==> src/hw/ersl_consts.svh <==
// Function
// - codes 0x00 none, 0x01 impl, 0x02 internal ram
// - codes 0x03 pin, 0x04 assertion, 0x05 datapath
// - codes 0x06-0x09 associative memory and translation buffer
// - codes 0x0A-0x0B producer, 0x0C external memory
// - codes 0x0D-0x0F software address, access, state
// - codes 0x10 data register, 0x11 control register
// - codes 0x12 completer response, 0x13-0x14 timeouts
// - codes 0x15-0x18 deferred errors, stopped or passed
// - codes 0x19 pcie log, 0x1A other internal
// - code cleared to 0x00 on cold reset, kept on recovery
// - one-bit and two-bit flags are write-one-to-clear
// - subcode and primary code are read/write
// - v1.0: overflow set blocks status flag writes
// - v1.0: record-valid kept while status flags remain
// - v1.0: syndrome kept unless top flag cleared
// - v1.1: whole write dropped unless valid, overflow and status flags all cleared
// - candidate: high and low written, middle cleared
// - id register 0 read-only at 0xFF0
// - id register 0 bits 7:0 read 0x0D
// - corrected kind bits 25:24, four encodings
// - subcode bits 15:8 qualifies any primary code
`ifndef ERSL_CONSTS_SVH
`define ERSL_CONSTS_SVH

`define ERSL_ADDR_W          12
`define ERSL_STATUS_OFFSET   12'h010
`define ERSL_CID0_OFFSET     12'hff0
`define ERSL_CID0_PREAMBLE   8'h0d
`define ERSL_CID0_PRESENT    1'b1

`define ERSL_CODE_NONE       8'h00
`define ERSL_CODE_IMPL       8'h01
`define ERSL_CODE_INT_MEM    8'h02
`define ERSL_CODE_PIN        8'h03
`define ERSL_CODE_ASSERT     8'h04
`define ERSL_CODE_DATAPATH   8'h05
`define ERSL_CODE_ASSOC_DATA 8'h06
`define ERSL_CODE_ASSOC_CTRL 8'h07
`define ERSL_CODE_XLAT_DATA  8'h08
`define ERSL_CODE_XLAT_CTRL  8'h09
`define ERSL_CODE_PROD_DATA  8'h0a
`define ERSL_CODE_PROD_CTRL  8'h0b
`define ERSL_CODE_EXT_MEM    8'h0c
`define ERSL_CODE_SW_ADDR    8'h0d
`define ERSL_CODE_SW_ACCESS  8'h0e
`define ERSL_CODE_SW_STATE   8'h0f
`define ERSL_CODE_DATA_REG   8'h10
`define ERSL_CODE_CTRL_REG   8'h11
`define ERSL_CODE_COMPL_RESP 8'h12
`define ERSL_CODE_EXT_TMO    8'h13
`define ERSL_CODE_INT_TMO    8'h14
`define ERSL_CODE_DEF_CMP_NS 8'h15
`define ERSL_CODE_DEF_REQ_NS 8'h16
`define ERSL_CODE_DEF_CMP_PT 8'h17
`define ERSL_CODE_DEF_REQ_PT 8'h18
`define ERSL_CODE_PCIE_LOG   8'h19
`define ERSL_CODE_OTHER      8'h1a
`define ERSL_CODE_LAST       8'h1a

`define ERSL_CE_NONE         2'h0
`define ERSL_CE_TRANSIENT    2'h1
`define ERSL_CE_UNSPEC       2'h2
`define ERSL_CE_PERSISTENT   2'h3

`define ERSL_SYNC_STAGES     3

`endif

==> src/hw/ersl_pkg.sv <==
package ersl_pkg;

  typedef struct packed {
    logic [31:0] upper;
    logic        addr_valid_flag;
    logic        record_valid;
    logic        uncorrected_flag;
    logic        restart_needed_flag;
    logic        overflow_flag;
    logic        misc_valid_flag;
    logic [1:0]  corrected_kind;
    logic        postponed_flag;
    logic        poison_flag;
    logic [1:0]  uncorr_kind;
    logic        critical_flag;
    logic [2:0]  rsv;
    logic [7:0]  impl_subcode;
    logic [7:0]  primary_code;
  } ersl_status_s;

  typedef struct packed {
    logic        valid;
    logic        uncorrected;
    logic        postponed;
    logic [1:0]  corrected_kind;
    logic        restart_needed;
    logic        poison;
    logic [1:0]  uncorr_kind;
    logic        critical;
    logic        addr_valid;
    logic        misc_valid;
    logic [7:0]  impl_subcode;
    logic [7:0]  primary_code;
  } ersl_event_s;

  typedef struct packed {
    logic        valid;
    logic        write;
    logic [11:0] addr;
    logic [63:0] wdata;
  } ersl_acc_s;

  typedef struct packed {
    ersl_status_s status;
    logic [63:0]  rd_data;
    logic         rd_valid;
    logic         wr_ignored;
  } ersl_state_s;

  typedef struct packed {
    logic [2:0] stage;
    logic       level;
  } ersl_sync_s;

endpackage

==> src/hw/ersl_record.sv <==
`timescale 1ns/100ps
`default_nettype none
`include "ersl_consts.svh"
module ersl_record
  import ersl_pkg::*;
(
  input  wire logic         mclk,
  input  wire logic         resetn,
  input  wire logic         recovery_resetn,
  input  wire logic         arch_v11_pin,
  input  wire ersl_acc_s    acc,
  input  wire ersl_event_s  err_event,
  output logic [63:0]       rd_data,
  output logic              rd_valid,
  output logic              wr_ignored,
  output logic              record_valid,
  output logic              overflow,
  output logic              sys_error_pin
);

  ////////////////////////////////////////////////////////////////////////////
  // state

  ersl_state_s q;
  ersl_state_s next_q;
  logic        arch_v11;

  ersl_sync u_variant_sync (
    .mclk   (mclk),
    .resetn (resetn),
    .pin_in (arch_v11_pin),
    .level  (arch_v11)
  );

  ////////////////////////////////////////////////////////////////////////////
  // address decode

  function automatic logic is_status_addr(input logic [11:0] addr);
    is_status_addr = (addr == `ERSL_STATUS_OFFSET);
  endfunction

  function automatic logic is_cid0_addr(input logic [11:0] addr);
    is_cid0_addr = (addr == `ERSL_CID0_OFFSET);
  endfunction

  ////////////////////////////////////////////////////////////////////////////
  // field helpers

  function automatic logic any_status(input ersl_status_s s);
    any_status = s.uncorrected_flag | s.postponed_flag | (|s.corrected_kind);
  endfunction

  function automatic logic any_valid(input ersl_status_s s);
    any_valid = s.record_valid | s.uncorrected_flag | s.overflow_flag |
                (|s.corrected_kind) | s.postponed_flag;
  endfunction

  // keep the supported code set on capture, any other captured code reads as other internal
  function automatic logic [7:0] legal_code(input logic [7:0] code);
    if (code > `ERSL_CODE_LAST) begin
      legal_code = `ERSL_CODE_OTHER;
    end else begin
      legal_code = code;
    end
  endfunction

  // stronger corrected kind wins when merging
  function automatic logic [1:0] merge_ce(input logic [1:0] a,
                                          input logic [1:0] b);
    if (a == `ERSL_CE_PERSISTENT || b == `ERSL_CE_PERSISTENT) begin
      merge_ce = `ERSL_CE_PERSISTENT;
    end else if (a == `ERSL_CE_NONE) begin
      merge_ce = b;
    end else if (b == `ERSL_CE_NONE) begin
      merge_ce = a;
    end else if (a == b) begin
      merge_ce = a;
    end else begin
      merge_ce = `ERSL_CE_UNSPEC;
    end
  endfunction

  function automatic logic [1:0] ev_rank(input logic ue, input logic de);
    if (ue) begin
      ev_rank = 2'h2;
    end else if (de) begin
      ev_rank = 2'h1;
    end else begin
      ev_rank = 2'h0;
    end
  endfunction

  ////////////////////////////////////////////////////////////////////////////
  // software write candidate and protection

  ersl_status_s cand;
  ersl_status_s old;
  logic         wr_hit;
  logic         rd_hit_status;
  logic         rd_hit_cid0;
  logic         v11_blocked;

  always_comb begin
    old           = q.status;
    wr_hit        = acc.valid & acc.write & is_status_addr(acc.addr);
    rd_hit_status = acc.valid & ~acc.write & is_status_addr(acc.addr);
    rd_hit_cid0   = acc.valid & ~acc.write & is_cid0_addr(acc.addr);
    v11_blocked   = 1'b0;
    // high and low taken as written, middle flags cleared by ones
    cand = ersl_status_s'({acc.wdata[63:32],
                           old[31:16] & ~acc.wdata[31:16],
                           acc.wdata[15:0]});
    cand.rsv = 3'h0;
    if (arch_v11) begin
      if (any_valid(cand)) begin
        cand        = old;
        v11_blocked = 1'b1;
      end
    end else begin
      if (cand.overflow_flag) begin
        cand.uncorrected_flag = old.uncorrected_flag;
        cand.postponed_flag   = old.postponed_flag;
        cand.corrected_kind   = old.corrected_kind;
      end
      if (any_status(cand)) begin
        cand.record_valid = old.record_valid;
      end
      if (cand.uncorrected_flag ||
          (!old.uncorrected_flag && cand.postponed_flag) ||
          (!old.uncorrected_flag && !old.postponed_flag &&
           (|cand.corrected_kind))) begin
        cand.addr_valid_flag     = old.addr_valid_flag;
        cand.restart_needed_flag = old.restart_needed_flag;
        cand.misc_valid_flag     = old.misc_valid_flag;
        cand.poison_flag         = old.poison_flag;
        cand.critical_flag       = old.critical_flag;
        cand.uncorr_kind         = old.uncorr_kind;
        cand.impl_subcode        = old.impl_subcode;
        cand.primary_code        = old.primary_code;
      end
    end
  end

  ////////////////////////////////////////////////////////////////////////////
  // next state: write applied, then capture on top of it

  ersl_status_s after_wr;
  logic         ev_wins;

  always_comb begin
    next_q            = q;
    next_q.rd_valid   = 1'b0;
    next_q.wr_ignored = 1'b0;
    after_wr          = q.status;
    ev_wins           = 1'b0;

    if (wr_hit) begin
      after_wr          = cand;
      next_q.wr_ignored = v11_blocked;
    end

    if (err_event.valid) begin
      // capture takes priority over a same-cycle write
      if (after_wr.record_valid) begin
        after_wr.overflow_flag = 1'b1;
        ev_wins = ev_rank(err_event.uncorrected, err_event.postponed) >
                  ev_rank(after_wr.uncorrected_flag, after_wr.postponed_flag);
      end else begin
        ev_wins = 1'b1;
      end
      after_wr.record_valid     = 1'b1;
      after_wr.uncorrected_flag = after_wr.uncorrected_flag | err_event.uncorrected;
      after_wr.postponed_flag   = after_wr.postponed_flag | err_event.postponed;
      after_wr.corrected_kind   = merge_ce(after_wr.corrected_kind,
                                           err_event.corrected_kind);
      if (ev_wins) begin
        after_wr.addr_valid_flag     = err_event.addr_valid;
        after_wr.misc_valid_flag     = err_event.misc_valid;
        after_wr.restart_needed_flag = err_event.restart_needed;
        after_wr.poison_flag         = err_event.poison;
        after_wr.uncorr_kind         = err_event.uncorr_kind;
        after_wr.critical_flag       = err_event.critical;
        after_wr.impl_subcode        = err_event.impl_subcode;
        after_wr.primary_code        = legal_code(err_event.primary_code);
      end
    end
    next_q.status = after_wr;

    if (rd_hit_status) begin
      next_q.rd_data  = q.status;
      next_q.rd_valid = 1'b1;
    end else if (rd_hit_cid0) begin
      next_q.rd_valid = 1'b1;
      if (`ERSL_CID0_PRESENT) begin
        next_q.rd_data = {56'h0000_0000_0000_00, `ERSL_CID0_PREAMBLE};
      end else begin
        next_q.rd_data = 64'h0000_0000_0000_0000;
      end
    end else if (acc.valid && !acc.write) begin
      next_q.rd_valid = 1'b1;
      next_q.rd_data  = 64'h0000_0000_0000_0000;
    end

    // recovery reset keeps the record, drops the read path
    if (!recovery_resetn) begin
      next_q.status     = q.status;
      next_q.rd_data    = 64'h0000_0000_0000_0000;
      next_q.rd_valid   = 1'b0;
      next_q.wr_ignored = 1'b0;
    end
  end

  ////////////////////////////////////////////////////////////////////////////
  // registers

  always_ff @(posedge mclk) begin
    if (!resetn) begin
      q <= '0;
    end else begin
      q <= next_q;
    end
  end

  ////////////////////////////////////////////////////////////////////////////
  // outputs

  assign rd_data       = q.rd_data;
  assign rd_valid      = q.rd_valid;
  assign wr_ignored    = q.wr_ignored;
  assign record_valid  = q.status.record_valid;
  assign overflow      = q.status.overflow_flag;
  assign sys_error_pin = q.status.uncorrected_flag;

endmodule
`default_nettype wire

==> src/hw/ersl_sync.sv <==
`timescale 1ns/100ps
`default_nettype none
`include "ersl_consts.svh"
module ersl_sync
  import ersl_pkg::*;
(
  input  wire logic mclk,
  input  wire logic resetn,
  input  wire logic pin_in,
  output logic      level
);

  ersl_sync_s q;
  ersl_sync_s next_q;

  ////////////////////////////////////////////////////////////////////////////
  // three-stage chain, level moves when stages two and three agree
  always_comb begin
    next_q = q;
    next_q.stage[0] = pin_in;
    for (int i = 1; i < `ERSL_SYNC_STAGES; i++) begin
      next_q.stage[i] = q.stage[i-1];
    end
    if (q.stage[1] == q.stage[2]) begin
      next_q.level = q.stage[2];
    end
  end

  always_ff @(posedge mclk) begin
    if (!resetn) begin
      q <= '0;
    end else begin
      q <= next_q;
    end
  end

  assign level = q.level;

endmodule
`default_nettype wire

==> config.mk <==
export PLATFORM = sky130hd
export DESIGN_NAME = ersl_record
export DESIGN_NICKNAME = d
export VERILOG_FILES = /design/src/hw/ersl_pkg.sv /design/src/hw/ersl_record.sv /design/src/hw/ersl_sync.sv
export VERILOG_INCLUDE_DIRS = /design/src /design/src/hw
export SDC_FILE = /design/constraint.sdc
export NUM_CORES = 1
export LEC_CHECK = 0
export BUFFER_PORTS_ARGS = -buffer_cell sky130_fd_sc_hd__clkbuf_2
export CELL_PAD_IN_SITES_DETAIL_PLACEMENT = 1
export CELL_PAD_IN_SITES_GLOBAL_PLACEMENT = 2
export CORE_MARGIN = 4
export CORE_UTILIZATION = 26
export DETAILED_ROUTE_END_ITERATION = 8
export GPL_ROUTABILITY_DRIVEN = 0
export PLACE_DENSITY_LB_ADDON = 0.1
export SYNTH_ARGS = -nofsm -noshare
export SYNTH_HDL_FRONTEND = slang
export SYNTH_SLANG_ARGS = --single-unit
==> constraint.sdc <==
create_clock -name mclk -period 2.9 [get_ports mclk]
set_input_delay 0.58 -clock mclk [delete_from_list [all_inputs] [get_ports mclk]]
set_output_delay 0.58 -clock mclk [all_outputs]
set_load 0.01 [all_outputs]
Word level (Yosys, flattened, before mapping)
Index checks and enable logic that the tools add are counted.
Widths: inputs -> output; s select.

storage, ports and cells
  bits in registers = 134
  input port bits = 110
  word-level logic and storage cells = 108

operators by class
  $lt $le $gt $ge = 2
  equal/unequal tests = 7
  muxes and demuxes = 45
  bitwise gates (word level) = 16
  reduce and logical (&&, ||, !) cells = 18

operators by type and width
  operator              number
  $mux 65               3
  $mux 16               4
  $mux 32               2
  $mux 64               1
  $mux 2                10
  $and 16x16->16        1
  $mux 1                16
  $mux 8                2
  $not 16->16           1
  $mux 13               1
  $eq 12x12->1 const B  1
  $eq 12x5->1 const B   1
  $mux 4                3
  $mux 3                3
  $gt 8x5->1 const B    1
  $or 1x1->1            8
  $and 1x1->1           5
  $eq 2x2->1 const B    2
  $logic_and 1x1->1     4
  $logic_not 2->1       2
  $reduce_and 4->1      1
  $reduce_or 2->1       2
  $logic_not 1->1       3
  $logic_or 1x1->1      3
  other kinds (8)       8

Longest topological paths before layout
Gate-level depths: netlist (run 1).

  word-level depth = 19
  mapped depth = 16

By module
From an unflattened synthesis (run 1), not the netlist that was laid out.

second synthesis, totals
  cells, all modules = 608
  area, all modules = 5251.3 um2

modules (own cells, without submodules)
  module       instances  cells an instance  area each (um2)  seq. area each (um2)
  ersl_record  1          598                5134.9           2502.4
  ersl_sync    1          10                 116.4            80.1

Worst setup path after synthesis (run 1)
Ideal clock, no wire load.

  path type = input port to flip-flop
  start point = in acc[27] in the netlist's numbering
  end point = reg q (netlist bit old[10])
  arrival time = 3035 ps
  required time = 2765 ps
  slack = -270 ps
  stages on the path = 14
  cells stage by stage = nand2b_1 -> buf_4 -> o2111ai_2 -> o31a_1 -> o31ai_1 -> nor2b_1 -> ha_1 -> inv_1 -> o22ai_1 -> nand2_1 -> a41o_1 -> buf_6 -> a2111oi_0 -> nor4b_1

between the ends
  longest elaborated chain between the ends = 17
  elaborated cells on any way between the ends = 32

RTL lines
  element                   line                RTL
  from (decl)               ersl_record.sv:11   input wire ersl_acc_s acc,
  $not 16->16 (*)           ersl_record.sv:111  old[31:16] & ~acc.wdata[31:16],
  $and 16x16->16 (*)        ersl_record.sv:111
  $or 1x1->1 (2 in series)  ersl_record.sv:54   any_valid = s.record_valid | s.uncorrected_flag | s.overflow_flag |
  $or 1x1->1                ersl_record.sv:55   (|s.corrected_kind) | s.postponed_flag;
  $mux 64                   ersl_record.sv:115  if (any_valid(cand)) begin
  $mux 8                    ersl_record.sv:114  if (arch_v11) begin
  $mux 32 (*)               ersl_record.sv:157  if (wr_hit) begin
  $mux 1                    ersl_record.sv:86   end else if (de) begin
  $mux 2                    ersl_record.sv:84   if (ue) begin
  $mux 2                    ersl_record.sv:164  if (after_wr.record_valid) begin
  $mux 2                    ersl_record.sv:162  if (err_event.valid) begin
  $gt 2x2->1                ersl_record.sv:166  ev_wins = ev_rank(err_event.uncorrected, err_event.postponed) >
  $mux 1                    ersl_record.sv:164
  $mux 1                    ersl_record.sv:162
  $mux 16                   ersl_record.sv:176  if (ev_wins) begin
  $mux 16 (*)               ersl_record.sv:162
  to (signal assigned)      ersl_record.sv:220  q <= next_q;
  to (decl)                 ersl_record.sv:24   ersl_state_s q;

Mark *: on every way between the ends. The rest lies on a longest branch, timed or not. The select of a mux whose other input is x is not followed.
A chain may end at the register's enable or synchronous reset.

Final worst setup path (run 1)
  start point = in acc[65] in the netlist's numbering
  end point = reg q (netlist bit old[13])

between the ends
  longest elaborated chain between the ends = 12

RTL lines
  element                           line                RTL
  $eq 12x5->1 (no source line) (*)  n/a
  $and 1x1->1 (*)                   ersl_record.sv:105  wr_hit = acc.valid & acc.write & is_status_addr(acc.addr);
  $mux 32 (*)                       ersl_record.sv:157
  $mux 1                            ersl_record.sv:86
  $mux 2                            ersl_record.sv:84
  $mux 2                            ersl_record.sv:164
  $mux 2                            ersl_record.sv:162
  $gt 2x2->1                        ersl_record.sv:166
  $mux 1                            ersl_record.sv:164
  $mux 1                            ersl_record.sv:162
  $mux 16                           ersl_record.sv:176
  $mux 16 (*)                       ersl_record.sv:162

Marked as above.

==> impl_metrics.env, run 1 <==
export IMPL_syn_area_per_cell_um2=8.93
export IMPL_synth_cell_types=57
export IMPL_cts_max_path_buffers=2
export IMPL_fmax_mhz=346
export IMPL_start_util=0.265
export IMPL_start_kind="input port"
export IMPL_r2r_end="old[13]$_SDFFE_PN0P_"
export IMPL_ir_drop_mv=0.459
export IMPL_critical_path_slowest_cell="a2111oi_4"
export IMPL_routed_wl_um=20500
export IMPL_globalRouteTotalUtil=0.175
export IMPL_r2r_start="old[24]$_SDFFE_PN0P_"
export IMPL_fin_area_um2=7880
export IMPL_crit_chain="clkbuf_2 > nor4_4 > and4_4 > and2_4 > nand2_4 > o21ai_2 > nor2b_1 > ha_1 > inv_1 > o22ai_2 > nand2_2 > a41o_4 > buf_12 > a2111oi_4 > nor4b_1"
export IMPL_grt_pass1_wl_um=30700
export IMPL_cts_root_buf="clkbuf_16"
export IMPL_cpPeakStageDelay_ns=0.35
export IMPL_netlist_area_um2=5360
export IMPL_synthesis_nets=713
export IMPL_crit_path_end_kind="flop"
export IMPL_placed_area_um2=6870
export IMPL_rsz0062_at_grt="true"
export IMPL_synthTopCellsByArea="dfxtp_1 (48%), a22oi_1 (8.1%), nand2_1 (6.0%), a21boi_0 (4.6%), nor2_1 (4.6%)"
export IMPL_worst_setup_path_type="input port to flop"
export IMPL_reg2reg_depth=13
export IMPL_crit_required_ns=3.19
export IMPL_grt_max_degree=43
export IMPL_critical_path_top_delay_family="simple AND/OR/NAND/NOR gates"
export IMPL_period_minus_slack_ns=2.89
export IMPL_fin_util=0.389
export IMPL_clk_pin_slew_ns=0.06
export IMPL_synth_fa_ha_area_frac=0.00700
export IMPL_setup_viol=0
export IMPL_maxCapViolCount=0
export IMPL_ios=179
export IMPL_wl_per_cell_um=19.1
export IMPL_drive_gt1_frac=0.391
export IMPL_worstHoldPathType="input port to flop"
export IMPL_place_hpwl_um=14200
export IMPL_dr_total_vias=5362
export IMPL_diodes=0
export IMPL_die_area_um2=23000
export IMPL_power_total_mw=4.39
export IMPL_crit_fanout=5
export IMPL_fin_nets=906
export IMPL_synth_top_family_by_area="compound AO/OA/AOI/OAI gates"
export IMPL_synthArstFlopShare=0
export IMPL_synth_seq_area_share=0.482
export IMPL_synth_most_common_cell="dfxtp_1"
export IMPL_first_global_vias=5617
export IMPL_holdPathEnd="u_variant_sync.next_q[2]$_SDFF_PN0_"
export IMPL_fillers=2363
export IMPL_core_um2=20200
export IMPL_firstDrtPassIters=4
export IMPL_synth_top_cell_by_area="dfxtp_1"
export IMPL_p_per_area_nw_per_um2=557
export IMPL_hold_depth=2
export IMPL_worstSkewPairLatency_ns=0.42
export IMPL_drc=0
export IMPL_syn_inst=600
export IMPL_setup_ws_ns=0.00932
export IMPL_synth_edf_count=0
export IMPL_tightest_slew_ns=0.602
export IMPL_synth_mux_area_frac=0
export IMPL_fin_tns_setup_ns=0
export IMPL_cp_arrival_ns=3.18
export IMPL_crit_buf_inv=3
export IMPL_slew_violations=0
export IMPL_numCtsBuffers=17
export IMPL_synth_top_area_share=0.482
export IMPL_vias_per_cell=4.98
export IMPL_finalClockSkew_ns=0.00904
export IMPL_antenna_left=0
export IMPL_grt_antenna_before_repair=0
export IMPL_ys_ff_latch=129
export IMPL_synthSimpleGateAreaFrac=0.193
export IMPL_synth_xor_area_frac=0
export IMPL_finalHoldViolCount=0
export IMPL_ys_warn_count=0
export IMPL_min_delay_start="arch_v11_pin"
export IMPL_overflow=0
export IMPL_synth_compound_area_frac=0.263
export IMPL_placementRows=52
export IMPL_die_width_um=152
export IMPL_cts_sinks=129
export IMPL_p_leak_nw=3.02
export IMPL_status="finished clean"
export IMPL_cts_tree="built"
export IMPL_syn_to_final_growth_pct=47.0
export IMPL_place_ws_ns=-0.580
export IMPL_relSlewSlack=0.599
export IMPL_ys_flop_type="dfxtp_1"
export IMPL_htreeDepth=4
export IMPL_drt_initial_drc_count=185
export IMPL_synth_commonest_cells="dfxtp_1 (129), nand2_1 (85), nor2_1 (65), a22oi_1 (58), clkbuf_1 (38)"
export IMPL_fin_crit_sh=0.997
export IMPL_r2r_slack_ns=0.08
export IMPL_port_buffers=175
export IMPL_die_h_um=152
[power by group]
part	internal [mW]	switching (mW)	total [mW]
clock network	1.31	0.832	2.15
logic	0.184	0.235	0.418
registers	1.80	0.0221	1.82
[how the worst max path moves through the flow]
stage | to | from | cells past startpoint
floorplan | old[11]$_SDFFE_PN0P_ | acc[27] | 15
global placement | old[10]$_SDFFE_PN0P_ | acc[73] | 14
detailed placement | old[8]$_SDFFE_PN0P_ | acc[65] | 15
CTS | old[22]$_SDFFE_PN0P_ | record_valid$_SDFFE_PN0P_ | 13
global route | old[8]$_SDFFE_PN0P_ | acc[65] | 15
finish | old[13]$_SDFFE_PN0P_ | acc[65] | 15
[cell type report]
type	count	area, um^2	share of cell area
Clock buffer	20	457	0.0580
Clock inverter	12	133	0.0168
Inverter	12	45.0	0.00572
Multi-Input combinational cell	404	2880	0.366
Sequential cell	129	2590	0.328
Tap cell	270	338	0.0429
Timing Repair Buffer	229	1440	0.182
[worst register-to-register path: stages, from the launching register on]
cell	delay (ns)
dfxtp_4	0.36
nand2b_4	0.08
o2111ai_4	0.15
o31a_1	0.37
o31ai_4	0.23
nor2b_1	0.17
ha_1	0.13
inv_1	0.05
o22ai_2	0.16
nand2_2	0.09
a41o_4	0.31
buf_12	0.16
a2111oi_4	0.35
nor4b_1	0.09
[state kept, by name, indices dropped and copies added, names as in the netlist]
| register | flops |
|---|---|
| overflow | 1 |
| old | 58 |
| u_variant_sync.q | 1 |
| rd_valid | 1 |
| rd_data | 62 |
| u_variant_sync.level | 1 |
| sys_error_pin | 1 |
| record_valid | 1 |
| u_variant_sync.next_q | 2 |
| wr_ignored | 1 |
[layout by cell type, fill, tap and decap left out, types with 5 or more instances in the layout]
cell type / instances
clkbuf_2: 175
dfxtp_1: 127
nand2_1: 81
nor2_1: 63
a22oi_1: 58
buf_4: 41
a21boi_0: 33
nand3_1: 19
clkbuf_16: 19
inv_1: 10
nand4_1: 9
a21boi_1: 8
o21ai_0: 8
a2111oi_4: 8
a21oi_1: 7
a221o_1: 7
a211oi_2: 7
buf_12: 7
nor4b_2: 6
o211ai_1: 6
nor4_1: 5
[through the flow]
step / instances / hold WS [ns]
2_1_floorplan: 600 / 0.412
3_3_place_gp: 1033 / 0.415
3_5_place_dp: 1033 / 0.422
4_1_cts: 1069 / 0.351
5_1_grt: 1076 / 0.354
6_report: 1076 / 0.374
[cells by family after synthesis]
group                    count (synthesis)
AO/OA/AOI/OAI                          179
adder cells (fa/ha/maj)                  3
buffers and inverters                   67
flip-flops                             129
AND/OR/NAND/NOR                        222
[layer usage]
layer	up-vias	routed length, um	GRT usage
met4	0	316	0.0575
met2	132	9950	0.291
met1	2620	9400	0.228
met3	24	843	0.0333
met5	-	0	0
li1	2586	-	-
[timing repair]
action | 4_1_cts | 5_1_grt
gates cloned | 1 | 2
endpoints found under the setup margin | 14 | 23
buffers inserted | 3 | 5
pin swaps | 8 | 27
hold buffers | 0 | 0
gates resized for setup | 11 | 35
No activity file was read; power rests on OpenSTA's default activity.
==> inputs of run 2 (changes only) <==
--- a/config.mk
+++ b/config.mk
@@ -6,7 +6,7 @@
 export SDC_FILE = /design/constraint.sdc
 export NUM_CORES = 1
 export LEC_CHECK = 0
-export BUFFER_PORTS_ARGS = -buffer_cell sky130_fd_sc_hd__clkbuf_2
+export BUFFER_PORTS_ARGS = -buffer_cell sky130_fd_sc_hd__buf_4
 export CELL_PAD_IN_SITES_DETAIL_PLACEMENT = 1
 export CELL_PAD_IN_SITES_GLOBAL_PLACEMENT = 2
 export CORE_MARGIN = 4
==> run 2 against run 1 <==
  * Setup slack improved by 0.071 ns
  * Global-route usage decreased by 0.25 points
  * Core utilization increased by 1.6 points
  * Power increased by 1.2%
  * Clock power about the same
  * First-iteration DRC count increased by 68%
  * Fmax increased by 2.5%
  * Clock-buffer cell count decreased by 3
  * Cell area increased by 4.1%
  * Clock skew increased by 0.0042 ns
  * Largest power group unchanged
  * Highest routed layer unchanged
==> impl_metrics.env, run 2 (same netlist as run 1, synthesis figures left out) <==
export IMPL_fmax_mhz=355
export IMPL_routed_wl_um=20500
export IMPL_cpPeakStageDelay_ns=0.32
export IMPL_fin_cells=1066
export IMPL_cts_tree="built"
export IMPL_crit_fanout=7
export IMPL_p_sw_mw=1.07
export IMPL_diodes=0
export IMPL_ios=179
export IMPL_r2r_end="old[13]$_SDFFE_PN0P_"
export IMPL_grt_max_degree=57
export IMPL_setup_ws_ns=0.0806
export IMPL_overflow=0
export IMPL_ir_drop_mv=0.400
export IMPL_p_per_area_nw_per_um2=542
export IMPL_port_buffers=175
export IMPL_reg2reg_depth=13
export IMPL_dpl_cell_count=1030
export IMPL_crit_required_ns=3.18
export IMPL_worstHoldPathType="input port to flop"
export IMPL_crit_path_end="old[13]$_SDFFE_PN0P_"
export IMPL_syn_to_final_growth_pct=53.0
export IMPL_p_clk_frac=0.488
export IMPL_slew_violations=0
export IMPL_clk_pin_slew_ns=0.06
export IMPL_place_hpwl_um=13900
export IMPL_start_kind="input port"
export IMPL_globalRouteTotalUtil=0.172
export IMPL_firstDrtPassIters=6
export IMPL_fin_crit_sh=0.972
export IMPL_maxCapViolCount=0
export IMPL_die_area_um2=23000
export IMPL_crit_path_end_kind="flop"
export IMPL_die_width_um=152
export IMPL_hold_ws_ns=0.375
export IMPL_p_leak_nw=3.11
export IMPL_fin_nets=897
export IMPL_setup_viol=0
export IMPL_cts_max_path_buffers=2
export IMPL_vias_per_cell=5.04
export IMPL_crit_chain="buf_4 > nor4_4 > and4_4 > and2_4 > nand2_4 > o21ai_4 > nor2b_4 > ha_4 > inv_2 > o22ai_2 > nand2_2 > a41o_4 > buf_12 > a2111oi_4 > nor4b_2"
export IMPL_r2r_start="sys_error_pin$_SDFFE_PN0P_"
export IMPL_critical_path_slowest_cell="a2111oi_4"
export IMPL_drt_initial_drc_count=311
export IMPL_internal_power_mw=3.37
export IMPL_dr_total_vias=5371
export IMPL_start_util=0.265
export IMPL_numCtsBuffers=17
export IMPL_switching_share=0.241
export IMPL_htreeDepth=4
export IMPL_grt_antenna_before_repair=0
export IMPL_drc=0
export IMPL_worst_setup_path_type="input port to flop"
export IMPL_final_cell_mix="buf_4 (211), dfxtp_1 (125), nand2_1 (82), nor2_1 (64), a22oi_1 (58)"
export IMPL_largest_reg_flops=62
export IMPL_placementRows=52
export IMPL_fin_util=0.405
export IMPL_grt_pass1_wl_um=30500
export IMPL_wl_per_cell_um=19.3
export IMPL_core_um2=20200
export IMPL_status="finished clean"
export IMPL_finalHoldViolCount=0
export IMPL_r2r_slack_ns=0.12
export IMPL_layout_commonest_cell="buf_4"
export IMPL_cp_arrival_ns=3.10
export IMPL_combPwrFrac=0.102
export IMPL_worstSkewPairLatency_ns=0.41
export IMPL_cts_sinks=129
export IMPL_fin_tns_setup_ns=0
export IMPL_antenna_left=0
export IMPL_tightest_slew_ns=0.647
export IMPL_crit_start="acc[66]"
export IMPL_relSlewSlack=0.567
export IMPL_finalClockSkew_ns=0.0133
export IMPL_power_frac_seq=0.411
export IMPL_drive_gt1_frac=0.386
export IMPL_cts_root_buf="clkbuf_16"
export IMPL_die_h_um=152
export IMPL_first_global_vias=5486
export IMPL_period_minus_slack_ns=2.82
export IMPL_place_ws_ns=-0.547
## run 2: cell types whose count changed in the layout (fill, tap and decap cells not counted), sizes merged
cell / previous run / this run
buf: 52 / 218
bufinv: 2 / 3
clkbuf: 197 / 19
clkinv: 6 / 8
clkinvlp: 3 / 2
## run 2: how the worst min path moves through the flow
stage / cells past startpoint / slack (ns) / from / endpoint
after global placement: 1 / 0.41 / u_variant_sync.next_q[2]$_SDFF_PN0_ / u_variant_sync.next_q[3]$_SDFF_PN0_
final: 2 / 0.38 / arch_v11_pin / u_variant_sync.next_q[2]$_SDFF_PN0_
after global routing: 2 / 0.36 / arch_v11_pin / u_variant_sync.next_q[2]$_SDFF_PN0_
after floorplan: 1 / 0.41 / u_variant_sync.next_q[2]$_SDFF_PN0_ / u_variant_sync.next_q[3]$_SDFF_PN0_
after CTS: 2 / 0.35 / arch_v11_pin / u_variant_sync.next_q[2]$_SDFF_PN0_
after detailed placement: 1 / 0.42 / u_variant_sync.next_q[2]$_SDFF_PN0_ / u_variant_sync.next_q[3]$_SDFF_PN0_
## run 2: per-stage QoR
stage	cell area, um^2	total power, mW
global placement	7270	2.25
floorplan	5480	2.03
global route	8200	4.62
finish	8200	4.44
CTS	7930	4.46
detailed placement	7270	2.26
## run 2: repair_timing
item	CTS	global route
hold buffers	0	0
pin swaps	1	17
setup buffers	0	3
resized for setup	8	35
cloned	0	2
setup endpoints to repair	12	20
## run 2: metal layers
layer | global-route usage | share of wire | vias to the layer above
met2 | 0.290 | 0.48 | 140
li1 | - | - | 2565
met5 | 0 | 0 | -
met3 | 0.0280 | 0.039 | 17
met1 | 0.224 | 0.47 | 2649
met4 | 0.0611 | 0.013 | 0
## run 2: final cells by class
type,instances,area [um^2]
Fill cell,2311,12000
Sequential cell,129,2590
Multi-Input combinational cell,404,2870
Inverter,12,45.0
Tap cell,270,338
Timing Repair Buffer,220,1770
Clock buffer,17,425
Clock inverter,14,165
## run 2: power groups by stage
stage	sequential, mW	clock [mW]	combinational [mW]
6_report	1.82	2.17	0.451
5_1_grt	1.83	2.31	0.485
4_1_cts	1.82	2.23	0.410
3_5_place_dp	1.86	0	0.401
3_3_place_gp	1.86	0	0.392
2_1_floorplan	1.86	0	0.171
## run 2: critical path: cells and delay by family
family,cells,cell delay (ns)
simple gates,7,1.01
buf+inv,3,0.31
compound gates,4,0.93
fa+ha+maj,1,0.26
==> inputs of run 3 (changes only) <==
--- a/config.mk
+++ b/config.mk
@@ -6,7 +6,7 @@
 export SDC_FILE = /design/constraint.sdc
 export NUM_CORES = 1
 export LEC_CHECK = 0
-export BUFFER_PORTS_ARGS = -buffer_cell sky130_fd_sc_hd__buf_4
+export BUFFER_PORTS_ARGS = -buffer_cell sky130_fd_sc_hd__buf_2
 export CELL_PAD_IN_SITES_DETAIL_PLACEMENT = 1
 export CELL_PAD_IN_SITES_GLOBAL_PLACEMENT = 2
 export CORE_MARGIN = 4
==> run 3 against run 2 <==
  * Via count decreased by 0.22%
  * Cell count increased by 0.38%
  * Sequential power about the same
  * Highest routed layer unchanged
==> impl_metrics.env, run 3 (same netlist as run 1, synthesis figures left out) <==
export IMPL_crit_path_end="old[9]$_SDFFE_PN0P_"
export IMPL_fmax_mhz=350
export IMPL_placed_area_um2=6840
export IMPL_crit_start="acc[66]"
export IMPL_crit_top_cell="nor4_4"
export IMPL_rsz0062_at_grt="true"
export IMPL_die_h_um=152
export IMPL_grt_pass1_wl_um=31800
export IMPL_grt_antenna_before_repair=1
export IMPL_drt_initial_drc_count=211
export IMPL_die_area_um2=23000
export IMPL_tightest_slew_ns=0.748
export IMPL_cts_sinks=129
export IMPL_maxCapViolCount=0
export IMPL_critical_path_slowest_cell="a41oi_4"
export IMPL_cts_root_buf="clkbuf_16"
export IMPL_worstSkewPairLatency_ns=0.42
export IMPL_finalClockSkew_ns=0.0101
export IMPL_routed_wl_um=20700
export IMPL_worst_setup_path_type="input port to flop"
export IMPL_grt_max_degree=57
export IMPL_firstDrtPassIters=4
export IMPL_power_total_mw=4.65
export IMPL_p_leak_nw=3.04
export IMPL_die_width_um=152
export IMPL_period_minus_slack_ns=2.86
export IMPL_first_global_vias=5748
export IMPL_ios=179
export IMPL_syn_to_final_growth_pct=47.0
export IMPL_cts_max_path_buffers=2
export IMPL_relSlewSlack=0.501
export IMPL_port_buffers=175
export IMPL_start_kind="input port"
export IMPL_status="finished clean"
export IMPL_crit_required_ns=3.23
export IMPL_r2r_start="old[24]$_SDFFE_PN0P_"
export IMPL_fin_crit_sh=0.985
export IMPL_crit_path_end_kind="flop"
export IMPL_start_util=0.265
export IMPL_fin_area_um2=7880
export IMPL_final_cell_mix="buf_2 (175), dfxtp_1 (126), nand2_1 (82), nor2_1 (64), a22oi_1 (58)"
export IMPL_placementRows=52
export IMPL_cts_tree="built"
export IMPL_core_um2=20200
export IMPL_overflow=0
export IMPL_place_hpwl_um=14400
export IMPL_slew_violations=0
export IMPL_p_clk_frac=0.519
export IMPL_p_sw_mw=1.10
export IMPL_dr_total_vias=5359
export IMPL_combPwrFrac=0.089
export IMPL_p_per_area_nw_per_um2=590
export IMPL_layout_commonest_cell="buf_2"
export IMPL_fin_util=0.389
export IMPL_cpPeakStageDelay_ns=0.31
export IMPL_drc=0
export IMPL_r2r_slack_ns=0.06
export IMPL_worstHoldPathType="input port to flop"
export IMPL_vias_per_cell=5.01
export IMPL_fillers=2346
export IMPL_htreeDepth=4
export IMPL_reg2reg_depth=14
export IMPL_fin_tns_setup_ns=0
export IMPL_wl_per_cell_um=19.3
export IMPL_internal_power_mw=3.55
export IMPL_cp_arrival_ns=3.19
export IMPL_setup_viol=0
export IMPL_r2r_end="old[9]$_SDFFE_PN0P_"
export IMPL_switching_share=0.236
export IMPL_drive_gt1_frac=0.391
export IMPL_power_frac_seq=0.392
export IMPL_numCtsBuffers=17
export IMPL_finalHoldViolCount=0
export IMPL_crit_chain="buf_2 > nor4_4 > and4_4 > and2_4 > nand2_4 > o21ai_4 > nor2b_1 > ha_1 > inv_2 > o22ai_2 > nand2_2 > buf_6 > a41oi_4 > buf_12 > nor4_4 > nor4b_2"
export IMPL_crit_fanout=5
export IMPL_fin_nets=899
export IMPL_globalRouteTotalUtil=0.179
export IMPL_clk_pin_slew_ns=0.06
export IMPL_largest_reg_flops=62
export IMPL_antenna_left=0
export IMPL_ir_drop_mv=0.371
==> run 3: cell count changes in the layout (fill, tap and decap cells not counted), sizes merged <==
| cell | change |
|---|---|
| diode | +2 |
| buf | +2 |
| bufinv | +2 |
| clkbuf | +2 |
| inv | -1 |
| clkinvlp | +2 |
| clkinv | -5 |
==> run 3: per-layer routing <==
| layer | wire length (um) | global-route usage | part of all wire | vias to the layer above |
|---|---|---|---|---|
| met2 | 10200 | 0.305 | 0.49 | 141 |
| met1 | 9190 | 0.227 | 0.44 | 2629 |
| li1 | - | - | - | 2568 |
| met3 | 925 | 0.0318 | 0.045 | 21 |
| met4 | 372 | 0.0651 | 0.018 | 0 |
| met5 | 0 | 0 | 0 | - |
==> run 3: worst min path at each step <==
stage / startpoint / end / slack, ns / cells past startpoint
6_report: arch_v11_pin / u_variant_sync.next_q[2]$_SDFF_PN0_ / 0.36 / 2
2_1_floorplan: u_variant_sync.next_q[2]$_SDFF_PN0_ / u_variant_sync.next_q[3]$_SDFF_PN0_ / 0.41 / 1
5_1_grt: arch_v11_pin / u_variant_sync.next_q[2]$_SDFF_PN0_ / 0.37 / 2
4_1_cts: arch_v11_pin / u_variant_sync.next_q[2]$_SDFF_PN0_ / 0.35 / 2
3_3_place_gp: u_variant_sync.next_q[2]$_SDFF_PN0_ / u_variant_sync.next_q[3]$_SDFF_PN0_ / 0.41 / 1
3_5_place_dp: u_variant_sync.next_q[2]$_SDFF_PN0_ / u_variant_sync.next_q[3]$_SDFF_PN0_ / 0.42 / 1
==> run 3: cell type report <==
type | instances | area, um^2 | share of cell area
multi-input cells | 404 | 2900 | 0.368
flip-flops and latches | 129 | 2590 | 0.329
repair buffers | 222 | 1340 | 0.170
clock buffers | 19 | 453 | 0.0575
well taps | 270 | 338 | 0.0429
clock inverters | 12 | 206 | 0.0262
inverters | 12 | 45.0 | 0.00572
diodes | 2 | 5.00 | 0.000635
==> run 3: what timing repair did <==
item / CTS / global route
endpoints found under the setup margin: 12 / 22
gates resized for setup: 12 / 35
pin swaps: 6 / 22
setup buffers: 1 / 3
hold buffers: 0 / 0
cloned: 0 / 2
==> run 3: power by group through the flow <==
stage               registers, mW  logic, mW  clock network (mW)
global route                 1.83      0.446                2.54
global placement             1.86      0.354                   0
floorplan                    1.86      0.171                   0
CTS                          1.82      0.376                2.47
detailed placement           1.86      0.362                   0
finish                       1.82      0.412                2.41
==> run 3: stage by stage <==
| step | setup WS (ns) | cells | hold slack, ns |
|---|---|---|---|
| floorplan | -0.178 | 600 | 0.412 |
| global placement | -0.425 | 1031 | 0.415 |
| detailed placement | -0.569 | 1031 | 0.423 |
| CTS | 0.0127 | 1063 | 0.345 |
| global route | -0.0846 | 1069 | 0.365 |
| finish | 0.0442 | 1070 | 0.364 |
==> run 3: critical path: cells and delay by family <==
| kind | cells | cell delay, ns |
|---|---|---|
| compound gates | 3 | 0.58 |
| simple gates | 8 | 1.28 |
| fa+ha+maj | 1 | 0.28 |
| buf+inv | 4 | 0.45 |
